**src/shared/dtc_pkg.sv**
```systemverilog
// Purpose: shared constants and types for the dynamic termination link
// Assumes: one memory clock; latencies counted in whole clock cycles
// Notes: mode register fields carry the termination selections
package dtc_pkg;
	// mode register field positions
	localparam int MR1_NOM_BIT2 = 2;
	localparam int MR1_NOM_BIT6 = 6;
	localparam int MR1_NOM_BIT9 = 9;
	localparam int MR2_WR_BIT9 = 9;
	localparam int MR2_WR_BIT10 = 10;
	localparam logic [15:0] MR1_RESET = 16'h0000;
	localparam logic [15:0] MR2_RESET = 16'h0000;
	// latency arithmetic
	localparam logic [5:0] LAT_OFFSET = 6'h02;
	localparam logic [5:0] CWN_CHOP_ADD = 6'h04;
	localparam logic [5:0] CWN_FULL_ADD = 6'h06;
	localparam logic [5:0] MIN_PIN_HIGH_SHORT = 6'h04;
	localparam logic [5:0] MIN_PIN_HIGH_LONG = 6'h06;
	localparam logic [5:0] WRITE_LATENCY_RESET = 6'h05;
	localparam logic [5:0] ADDITIVE_LATENCY_RESET = 6'h00;
	// strength change skew, tenths of a clock period
	localparam int STRENGTH_CHANGE_SKEW_MIN_TENTHS = 3;
	localparam int STRENGTH_CHANGE_SKEW_MAX_TENTHS = 7;
	localparam int STRENGTH_CHANGE_NOM_TENTHS = 5;
	localparam int DELAY_DEPTH = 64;
	localparam int CNT_W = 6;

	typedef enum logic [1:0] {
		DTC_CMD_NONE,
		DTC_CMD_WRITE,
		DTC_CMD_MRS1,
		DTC_CMD_MRS2
	} dtc_cmd_e;

	typedef enum logic [1:0] {
		DTC_BURST_MR,
		DTC_BURST_CHOP,
		DTC_BURST_FULL
	} dtc_burst_e;

	typedef enum logic [1:0] {
		DTC_RTT_OFF,
		DTC_RTT_NOM,
		DTC_RTT_WR
	} dtc_rtt_e;

	function automatic logic [CNT_W-1:0] dtc_term_latency(input logic [CNT_W-1:0] cwl,
			input logic [CNT_W-1:0] al);
		dtc_term_latency = cwl + al - LAT_OFFSET;
	endfunction
endpackage

```
**src/shared/dtc_link_if.sv**
```systemverilog
// Purpose: link between memory controller and termination logic
// Assumes: all signals sampled on rising memory clock
// Notes: command, burst, address and pin level travel together
`timescale 1ns/10ps
interface dtc_link_if (
	input wire logic i_sys_clk
);
	import dtc_pkg::*;
	logic odt_pin;
	dtc_cmd_e cmd;
	dtc_burst_e burst;
	logic [15:0] addr;
	logic self_refresh;
	logic dll_off;

	modport controller (
		output odt_pin,
		output cmd,
		output burst,
		output addr,
		output self_refresh,
		output dll_off
	);
	modport device (
		input odt_pin,
		input cmd,
		input burst,
		input addr,
		input self_refresh,
		input dll_off
	);
endinterface

```
**src/logic/dtc_shift_delay.sv**
```systemverilog
// Purpose: variable delay line for one bit, tap set by latency
// Assumes: latency below the line depth
// Notes: a latency of zero passes the input through
`timescale 1ns/10ps
module dtc_shift_delay (
	input wire logic i_sys_clk,
	input wire logic i_rst_n,
	input wire logic i_bit,
	input wire logic [dtc_pkg::CNT_W-1:0] i_latency,
	output logic o_bit
);
	import dtc_pkg::*;
	logic [DELAY_DEPTH-1:0] line;

	always_ff @(posedge i_sys_clk or negedge i_rst_n) begin
		if (!i_rst_n) begin
			line <= '0;
		end else begin
			line <= {line[DELAY_DEPTH-2:0], i_bit};
		end
	end

	always_comb begin
		if (i_latency == '0) begin
			o_bit = i_bit;
		end else begin
			o_bit = line[i_latency - 6'h01];
		end
	end
endmodule

```
**src/logic/dtc_device.sv**
```systemverilog
// Purpose: on-die termination strength control inside the memory device
// Assumes: controller keeps its own minimum pin-high times
// Notes: half-cycle change delay is modelled by the analog output stage
// What this block does
// - strength switches without mode register writes
// - dynamic switching on if either write bit set
// - nominal value from first register bits
// - write value from second register bits
// - nominal strength; pin gates on/off with latency
// - write strength after nominal-to-write latency
// - return to nominal, chop or full latency
// - nominal-to-write latency equals write latency minus two
// - chop return latency is off latency plus four
// - full return latency is off latency plus six
// - controller clears write bits when DLL off
// - controller holds pin high four cycles
// - write with pin high holds four/six cycles
// - both hold bounds checked; later one governs
// - strength valid 0.3 to 0.7 cycle after
// - nominal change and off delay half cycle
// - on and off latency write latency minus two
// - write latency includes additive latency
// - pin ignored when disabled or self-refresh
`timescale 1ns/10ps
module dtc_device (
	input wire logic i_sys_clk,
	input wire logic i_rst_n,
	dtc_link_if.device link,
	input wire logic [dtc_pkg::CNT_W-1:0] i_cas_write_latency,
	input wire logic [dtc_pkg::CNT_W-1:0] i_additive_latency,
	input wire logic i_mr_burst_chop,
	output logic o_term_on,
	output dtc_pkg::dtc_rtt_e o_rtt_sel,
	output logic [2:0] o_rtt_nom_code,
	output logic [1:0] o_rtt_wr_code,
	output logic o_dyn_enable
);
	import dtc_pkg::*;

	////////////////////////////////////////////////////////////////////////
	// mode registers
	// a mode register set command loads the whole address word
	logic [15:0] mr1;
	logic [15:0] mr2;
	logic [2:0] nom_code;
	logic [1:0] wr_code;
	logic dyn_en;
	logic term_enabled;

	always_ff @(posedge i_sys_clk or negedge i_rst_n) begin
		if (!i_rst_n) begin
			mr1 <= MR1_RESET;
		end else if (link.cmd == DTC_CMD_MRS1) begin
			mr1 <= link.addr;
		end
	end

	always_ff @(posedge i_sys_clk or negedge i_rst_n) begin
		if (!i_rst_n) begin
			mr2 <= MR2_RESET;
		end else if (link.cmd == DTC_CMD_MRS2) begin
			mr2 <= link.addr;
		end
	end

	assign nom_code = {mr1[MR1_NOM_BIT9], mr1[MR1_NOM_BIT6], mr1[MR1_NOM_BIT2]};
	assign wr_code = {mr2[MR2_WR_BIT10], mr2[MR2_WR_BIT9]};
	assign dyn_en = |wr_code;
	assign term_enabled = (|nom_code) || dyn_en;

	////////////////////////////////////////////////////////////////////////
	// latencies
	logic [CNT_W-1:0] on_off_lat;
	logic [CNT_W-1:0] cwn_lat;
	logic chop;

	assign on_off_lat = dtc_term_latency(i_cas_write_latency, i_additive_latency);
	always_comb begin
		unique case (link.burst)
			DTC_BURST_CHOP: chop = 1'b1;
			DTC_BURST_FULL: chop = 1'b0;
			default: chop = i_mr_burst_chop;
		endcase
	end
	// return latency from the write: chop adds four cycles, a full burst six
	assign cwn_lat = chop ? (on_off_lat + CWN_CHOP_ADD) : (on_off_lat + CWN_FULL_ADD);

	////////////////////////////////////////////////////////////////////////
	// pin path with on/off latency
	logic pin_eff;
	logic pin_late;

	// pin ignored with both registers clear or in self-refresh
	assign pin_eff = link.odt_pin && term_enabled && !link.self_refresh;

	dtc_shift_delay u_pin_delay (
		.i_sys_clk(i_sys_clk),
		.i_rst_n(i_rst_n),
		.i_bit(pin_eff),
		.i_latency(on_off_lat),
		.o_bit(pin_late)
	);

	////////////////////////////////////////////////////////////////////////
	// write window: start after cnw, end cwn after latest write
	logic wr_cmd;
	logic cnw_hit;
	logic [CNT_W-1:0] cwn_left;
	logic wr_active;

	// writes only open the window while switching is on and the DLL runs
	assign wr_cmd = (link.cmd == DTC_CMD_WRITE) && dyn_en && !link.dll_off;

	// the write bit rides a delay line as long as the pin path
	dtc_shift_delay u_cnw_delay (
		.i_sys_clk(i_sys_clk),
		.i_rst_n(i_rst_n),
		.i_bit(wr_cmd),
		.i_latency(on_off_lat),
		.o_bit(cnw_hit)
	);

	// countdown from each write; a later write reloads it
	always_ff @(posedge i_sys_clk or negedge i_rst_n) begin
		if (!i_rst_n) begin
			cwn_left <= '0;
		end else if (wr_cmd) begin
			cwn_left <= cwn_lat - 6'h01;
		end else if (cwn_left != '0) begin
			cwn_left <= cwn_left - 6'h01;
		end
	end

	// window holds from the delayed write bit to the last count;
	// losing the enable closes it at once
	always_ff @(posedge i_sys_clk or negedge i_rst_n) begin
		if (!i_rst_n) begin
			wr_active <= 1'b0;
		end else if (!dyn_en || (cwn_left == 6'h01 && !wr_cmd)) begin
			wr_active <= 1'b0;
		end else if (cnw_hit) begin
			wr_active <= 1'b1;
		end
	end

	////////////////////////////////////////////////////////////////////////
	// outputs, registered; analog stage adds the half-cycle skew
	logic term_now;
	logic wr_strength;
	dtc_rtt_e next_rtt_sel;

	// self-refresh drops termination at once, without waiting for the delay line
	assign term_now = pin_late && !link.self_refresh;
	// the delayed write bit is used directly, so a pin raised with the write
	// turns on straight at write strength, both after the same latency
	assign wr_strength = dyn_en && (wr_active || cnw_hit);

	always_comb begin
		if (!term_now) begin
			next_rtt_sel = DTC_RTT_OFF;
		end else if (wr_strength) begin
			next_rtt_sel = DTC_RTT_WR;
		end else begin
			next_rtt_sel = DTC_RTT_NOM;
		end
	end

	always_ff @(posedge i_sys_clk or negedge i_rst_n) begin
		if (!i_rst_n) begin
			o_term_on <= 1'b0;
		end else begin
			o_term_on <= term_now;
		end
	end

	always_ff @(posedge i_sys_clk or negedge i_rst_n) begin
		if (!i_rst_n) begin
			o_rtt_sel <= DTC_RTT_OFF;
		end else begin
			o_rtt_sel <= next_rtt_sel;
		end
	end

	// selected codes are mirrored for the analog stage
	always_ff @(posedge i_sys_clk or negedge i_rst_n) begin
		if (!i_rst_n) begin
			o_rtt_nom_code <= 3'h0;
		end else begin
			o_rtt_nom_code <= nom_code;
		end
	end

	always_ff @(posedge i_sys_clk or negedge i_rst_n) begin
		if (!i_rst_n) begin
			o_rtt_wr_code <= 2'h0;
		end else begin
			o_rtt_wr_code <= wr_code;
		end
	end

	always_ff @(posedge i_sys_clk or negedge i_rst_n) begin
		if (!i_rst_n) begin
			o_dyn_enable <= 1'b0;
		end else begin
			o_dyn_enable <= dyn_en;
		end
	end
endmodule

```
**src/flat_wrapper.sv**
```systemverilog
// flat-port wrapper written by rule: the top's interface ports become plain ports
module dtc_device_flat import dtc_pkg::*;
  (i_sys_clk, i_rst_n, i_cas_write_latency, i_additive_latency, i_mr_burst_chop, o_term_on, o_rtt_sel, o_rtt_nom_code, o_rtt_wr_code, o_dyn_enable, link_odt_pin, link_cmd, link_burst, link_addr, link_self_refresh, link_dll_off);
  dtc_link_if link_i (.i_sys_clk(i_sys_clk));
  input wire logic i_sys_clk;
  input wire logic i_rst_n;
  input wire logic [dtc_pkg::CNT_W-1:0] i_cas_write_latency;
  input wire logic [dtc_pkg::CNT_W-1:0] i_additive_latency;
  input wire logic i_mr_burst_chop;
  output logic o_term_on;
  output dtc_pkg::dtc_rtt_e o_rtt_sel;
  output logic [2:0] o_rtt_nom_code;
  output logic [1:0] o_rtt_wr_code;
  output logic o_dyn_enable;
  input wire logic [$bits(link_i.odt_pin)-1:0] link_odt_pin;
  input wire logic [$bits(link_i.cmd)-1:0] link_cmd;
  input wire logic [$bits(link_i.burst)-1:0] link_burst;
  input wire logic [$bits(link_i.addr)-1:0] link_addr;
  input wire logic [$bits(link_i.self_refresh)-1:0] link_self_refresh;
  input wire logic [$bits(link_i.dll_off)-1:0] link_dll_off;
  assign link_i.odt_pin = link_odt_pin;
  assign link_i.cmd = link_cmd;
  assign link_i.burst = link_burst;
  assign link_i.addr = link_addr;
  assign link_i.self_refresh = link_self_refresh;
  assign link_i.dll_off = link_dll_off;
  dtc_device u_core (.i_sys_clk(i_sys_clk), .i_rst_n(i_rst_n), .link(link_i), .i_cas_write_latency(i_cas_write_latency), .i_additive_latency(i_additive_latency), .i_mr_burst_chop(i_mr_burst_chop), .o_term_on(o_term_on), .o_rtt_sel(o_rtt_sel), .o_rtt_nom_code(o_rtt_nom_code), .o_rtt_wr_code(o_rtt_wr_code), .o_dyn_enable(o_dyn_enable));
endmodule
```
**config.mk**
```make
export PLATFORM = sky130hd
export DESIGN_NAME = dtc_device_flat
export DESIGN_NICKNAME = d
export VERILOG_FILES = /design/src/shared/dtc_pkg.sv /design/src/shared/dtc_link_if.sv /design/src/logic/dtc_shift_delay.sv /design/src/logic/dtc_device.sv /design/src/flat_wrapper.sv
export SDC_FILE = /design/constraint.sdc
export NUM_CORES = 1
export LEC_CHECK = 0
export BUFFER_PORTS_ARGS = -buffer_cell sky130_fd_sc_hd__buf_2
export CAP_MARGIN = 10
export CORE_AREA = 4 4 108 136
export CTS_CLUSTER_DIAMETER = 80
export DETAILED_ROUTE_END_ITERATION = 16
export DIE_AREA = 0 0 112 140
export GPL_TIMING_DRIVEN = 0
export SLEW_MARGIN = 30
export SYNTH_ARGS = -nofsm -noshare
export SYNTH_HDL_FRONTEND = slang
export SYNTH_SLANG_ARGS = --single-unit
```
**constraint.sdc**
```tcl
create_clock -name i_sys_clk -period 2.65 [get_ports i_sys_clk]
set_input_delay 0.6625 -clock i_sys_clk [delete_from_list [all_inputs] [get_ports i_sys_clk]]
set_output_delay 0.6625 -clock i_sys_clk [all_outputs]
set_load 0.1 [all_outputs]
```
After elaboration in Yosys (flattened, before gate mapping)
Index checks and enable logic that the tools add are counted.

word-level totals
  memories = 0
  output and inout port bits = 9
  memory bits (read-only) = 0
  latch bits = 0
  flip-flop bits (word level) = 165
  input port bits = 38
  logic and storage cells = 59
  RAM bits = 0

operators by class
  eq/ne operators = 6
  reductions and logical operators = 20
  $lt $le $gt $ge = 1
  div/mod/pow operators = 0
  bitwise operators = 0
  add/sub/neg operators = 7
  shift-type cells = 0
  mux-type cells = 14
  multiply operators = 0

operator list
  kind                   number
  $mux W6                3
  $sub A6 B1 Y6 const B  3
  $add A6 B3 Y6 const B  2
  $bmux W1 S6            2
  $logic_and A1 B1 Y1    7
  $lt A6 B7 Y1 const B   1
  $add A6 B6 Y6          1
  $eq A2 B2 Y1 const B   3
  $eq A6 B1 Y1 const B   1
  $logic_not A6 Y1       1
  $mux W1                6
  $reduce_bool A6 Y1     1
  $sub A6 B2 Y6 const B  1
  $eq A2 B1 Y1 const B   2
  $logic_not A1 Y1       4
  $mux W2                2
  $reduce_bool A2 Y1     2
  $logic_or A1 B1 Y1     3
  $reduce_or A3 Y1       1
  $pmux W1 S2            1
  $reduce_or A2 Y1       1

Logic depth before layout (Yosys ltp)
  depth after elaboration = 10
  depth in mapped cells = 15
  mapped depth without buffers = 14

Cells and area by module
A second synthesis with hierarchy kept.

unflattened totals
  cell total of the unflattened synthesis = 416
  area total of the unflattened synthesis = 6204.7 um^2

modules (own cells, without submodules)
  module           instances  area an instance (um^2)  sequential area each (um^2)  cells each
  dtc_shift_delay  2          2399.8                   1601.5                       138
  dtc_device       1          1405.1                   525.5                        140

Worst setup path after synthesis
No wires, ideal clock.

  kind = input to register
  start = input port i_cas_write_latency[1] in the netlist's numbering
  end = register u_core.o_rtt_sel[1]
  setup time = 136 ps
  setup slack = -1330 ps
  data arrival time = 3844 ps
  stages = 13
  buffers on the path = 0
  required time = 2514 ps
  cell sequence = inv_1 ha_1 inv_1 ha_1 fa_1 inv_1 ha_1 a21boi_1 xnor2_2 mux4_1 mux2_2 nor3b_2 nor4_1

on the way
  cells in the longest elaborated chain, start to end = 10
  elaborated cells between the ends (all ways) = 15
  those cells by class = add/sub: 3; mux: 8; reduce/logical: 4

ends and longest elaborated chain
  what                              RTL line               source
  from (decl)                       flat_wrapper.sv:7      input wire logic [dtc_pkg::CNT_W-1:0] i_cas_write_latency;
  $add A6 B6 Y6 (*)                 dtc_pkg.sv:49          dtc_term_latency = cwl + al - LAT_OFFSET;
  $sub A6 B2 Y6 (*)                 dtc_pkg.sv:49
  $sub A6 B1 Y6                     dtc_shift_delay.sv:27  o_bit = line[i_latency - 6'h01];
  $bmux W1 S6                       dtc_shift_delay.sv:27
  $mux W1 (not written as such)     dtc_shift_delay.sv:27
  $mux W1                           dtc_shift_delay.sv:24  if (i_latency == '0) begin
  $logic_or A1 B1 Y1                dtc_device.sv:156      assign wr_strength = dyn_en && (wr_active || cnw_hit);
  $logic_and A1 B1 Y1               dtc_device.sv:156
  $mux W2                           dtc_device.sv:161      end else if (wr_strength) begin
  $mux W2 (*)                       dtc_device.sv:159      if (!term_now) begin
  named net u_core.next_rtt_sel[1]  dtc_device.sv:150      dtc_rtt_e next_rtt_sel;
  to (signal assigned)              dtc_device.sv:180      o_rtt_sel <= next_rtt_sel;
  to (decl)                         dtc_device.sv:33       output dtc_pkg::dtc_rtt_e o_rtt_sel,

The timed path passes the listed nets; every way through them passes the cells marked *. The select of a mux whose other input is x is not followed.
A chain may end at the register's enable or synchronous reset.

Worst setup path after layout
  start = input port i_cas_write_latency[1] in the netlist's numbering
  end = register u_core.o_rtt_sel[0]

Same word-level chain as after synthesis.

==> impl_metrics.csv <==
group,metric,value,unit
run_status,status,"finished with violations",
run_status,failed_checks,"negative setup slack",
place,dp.final_hpwl,6970,µm
cells_and_area,layout.nets,491,
yosys,synth_compound_area_share,2.94,%
cells_and_area,final_core_util,54.4,%
setup_path,startpoint_type,"input port",
floorplanning,row_count,48,
worst_hold_path,min_path_type,"in -> async",
cells_and_area,syn_to_final_growth,24.3,%
setup_path,cpLargestDelayFamily,"adder cells",
clock_network,cts-root-buf,"clkbuf_16",
yosys,syn_inst,359,
pwr,p_leak,3.55,nW
setup_path,slowest_delay,580,ps
drt,postRouteWirelength,11000,µm
cells_and_area,final-seq-area,3730,µm²
clock_network,cts_htree_levels,4,
place,gp_congestion,0.820,
yosys,ys.flop_type,"dfrtp_1",
grt,antenna_found_initial,0,
yosys,synthMuxAreaShare,18.8,%
yosys,ys_async_sr_fraction,100,%
setup_path,end_kind,"flip-flop",
clock_network,cts_tree,"built",
sta,rsz0062_at_grt,"true",
yosys,synth_top_area_cell,"dfrtp_1",
yosys,synth_top_family_by_area,"multiplexers",
place,place_area,6430,µm²
sta,finalCritPeriodShare,128,%
drt,vias,3206,
yosys,netlist_area,5910,µm²
grt,grt_pass1_wl,18700,µm
clock_network,cts_max_path_buffers,2,
grt,grt_pass1_vias,3494,
cells_and_area,multiInputGateArea,2180,µm²
floorplanning,start_util,43.8,%
cells_and_area,diodes,0,
grt,overflow,0,
grt,grtUsageTotal,15.5,%
setup_path,r2r-start,"u_core.mr2[10]$_DFFE_PN0N_",
sta,setup_ws,-755,ps
run,cap_violations,0,
yosys,ys_seq_area_share,63.1,%
clock_network,clock_latency,410,ps
cells_and_area,num-fill-cells,1081,
drt,wl_per_cell,17.7,µm
yosys,yosysTopAreaCellShare,63.1,%
sta,final_hold_viol_count,0,
floorplanning,core_area,13500,µm²
sta,setup_violations,4,
grt,grt_max_degree,94,
yosys,syn_avg_cell_area,16.5,µm²
place,port_buffers,34,
yosys,synth_xor_area_share,3.34,%
clock_network,cts_buffers,17,
drt,drc,0,
yosys,yosys_warnings,0,
setup_path,cp_slowest_cell,"fa_2",
pwr,fin_total_pwr,6.66,mW
floorplanning,io_pins,47,
setup_path,crit_start,"i_cas_write_latency[1]",
yosys,synth_simple_gate_area_share,4.72,%
floorplanning,dieArea,15700,µm²
drt,initialDrtViolationCount,168,
place,dp_slack,-1960,ps
setup_path,crit_top_cell,"ha_4",
yosys,ys_ff_latch,149,
cells_and_area,drive_gt1_share,35.9,%
setup_path,critPathKind,"in -> reg",
pwr,ir_drop,0.000482,V
setup_path,cp_num_buf_inv,5,
floorplanning,die_w,112,µm
yosys,syn_nets,417,
sta,relSlewSlack,50.4,%
setup_path,worstPathRequired,2940,ps
pwr,power_density,907,nW/µm²
yosys,synthTopCellsByArea,"dfrtp_1 63%, mux4_2 7.6%, mux4_1 6.2%",
sta,fmax,0.294,GHz
cells_and_area,postLayoutCellArea,7350,µm²
drt,postRouteAntennaNets,0,
drt,first_pass_iters,4,
sta,fin_skew,6.31,ps
yosys,synthAdderAreaFrac,4.36,%
floorplanning,die_h,140,µm
setup_path,cp.arrival,3690,ps
yosys,synth-edff-count,0,
sta,period_needed,3400,ps
clock_network,clk_pin_slew,60,ps
sta,worst_pin_slew,723,ps
clock_network,cts.sinks,149,
drt,via_per_inst,5.16,
setup_path,cp_max_fo,3,
setup_path,path_cells,"buf_8, inv_8, ha_4, inv_2, ha_4, fa_2, inv_4, ha_4, a21boi_4, xnor2_4, buf_12, mux4_2, mux2_4, nor3b_4, nor4b_4",
sta,drv_slew,0,
yosys,ys_types,49,
-- area by class of cell --
cell class	instances	area share, %
sequential	149	50.7
multi-input combinational	176	29.7
clock buffer	17	5.79
timing repair buffer	55	5.36
tap	175	2.98
clock inverter	15	2.30
buffer	10	1.65
inverter	24	1.48
-- per-stage QoR --
step	TNS [ps]	hold WS, ps	instances
after detailed placement	-8750	353	569
after CTS	-2730	170	617
final	-2740	158	621
after global placement	-153560	352	568
after floorplan	-3950	346	359
after global routing	-3240	174	621
-- final timing paths --
path,end,slack (ps),depth (start not counted)
worst max-delay path,u_core.o_rtt_sel[0]$_DFF_PN0_,-750,15
worst min-delay path,u_core.cwn_left[3]$_DFFE_PN0P_,160,1
worst max register to register,u_core.o_rtt_sel[1]$_DFF_PN0_,230,9
worst min register to register,u_core.u_pin_delay.line[49]$_DFF_PN0_,370,0
max in group asynchronous,u_core.u_cnw_delay.line[2]$_DFF_PN0_,1700,2
min in group i_sys_clk,u_core.u_pin_delay.line[49]$_DFF_PN0_,370,0
-- cells by family after synthesis --
family          count (synthesis)
flops                         149
xor+xnor                       18
simple gates                   48
mux                            62
buf+inv                        34
compound gates                 28
fa+ha+maj                      20
-- synthesized netlist by cell type, drive strengths merged (4+ instances only) --
| cell | instances |
|---|---|
| a21oi | 11 |
| buf | 7 |
| dfrtp | 149 |
| ha | 19 |
| inv | 24 |
| mux2 | 9 |
| mux2i | 19 |
| mux4 | 34 |
| nand2 | 6 |
| nand3 | 7 |
| nor2 | 11 |
| nor2b | 4 |
| nor3 | 4 |
| nor3b | 5 |
| o21ai | 5 |
| xnor2 | 8 |
| xor2 | 9 |
-- report_power, final --
group,leakage [nW],total [mW],switching [mW],internal [mW]
Combinational,1.29,1.71,0.937,0.774
Sequential,1.97,2.56,0.111,2.45
Clock,0.283,2.39,0.982,1.41
Total,3.55,6.66,2.03,4.63
-- worst reg2reg max path, cell delays in order, from the launching register on --
cell	delay [ps]
dfrtp_1	360
or2_2	110
clkbuf_1	250
nand3_1	370
inv_1	340
nand2_1	90
o2111a_1	180
o221ai_2	190
nand3_2	120
nor4_2	310
-- repair_timing --
action | CTS | global route
resized for setup | 31 | 8
pin swaps | 8 | 4
setup endpoints to repair | 5 | 6
hold buffers | 0 | 0
hold endpoints to repair | 0 | 0
setup buffers | 16 | 4
gates cloned | 0 | 0
-- state kept, by name, indices dropped and copies added (netlist names) --
register	cells
u_core.cwn_left	6
u_core.mr1	3
u_core.mr2	2
u_core.o_dyn_enable	1
u_core.o_rtt_nom_code	3
u_core.o_rtt_sel	2
u_core.o_rtt_wr_code	2
u_core.o_term_on	1
u_core.u_cnw_delay.line	64
u_core.u_pin_delay.line	64
u_core.wr_active	1
-- placed cells by master, fill, tap and decap left out, types with 2 or more instances in the layout --
cell,n
a211oi_1,2
a21o_1,2
a21oi_1,10
and3_1,2
buf_12,4
buf_2,31
buf_4,21
buf_8,5
bufinv_16,2
clkbuf_16,17
clkinv_4,3
clkinvlp_4,4
dfrtp_1,149
ha_1,13
ha_4,5
inv_1,19
inv_6,6
inv_8,2
mux2_2,8
mux2i_1,17
mux2i_2,2
mux4_1,11
mux4_2,23
nand2_1,6
nand3_1,6
nor2_1,11
nor2b_1,4
nor3_1,2
nor3_2,2
nor3b_1,4
o21ai_0,5
xnor2_1,6
xor2_1,7
xor2_4,2
-- layer usage --
| metal | global-route usage [%] | wire length [µm] |
|---|---|---|
| met5 | 0 | 0 |
| met4 | 6.84 | 250 |
| met3 | 3.98 | 385 |
| met2 | 24.7 | 5480 |
| met1 | 20.3 | 4870 |
Power figures use the tool's default switching activity.
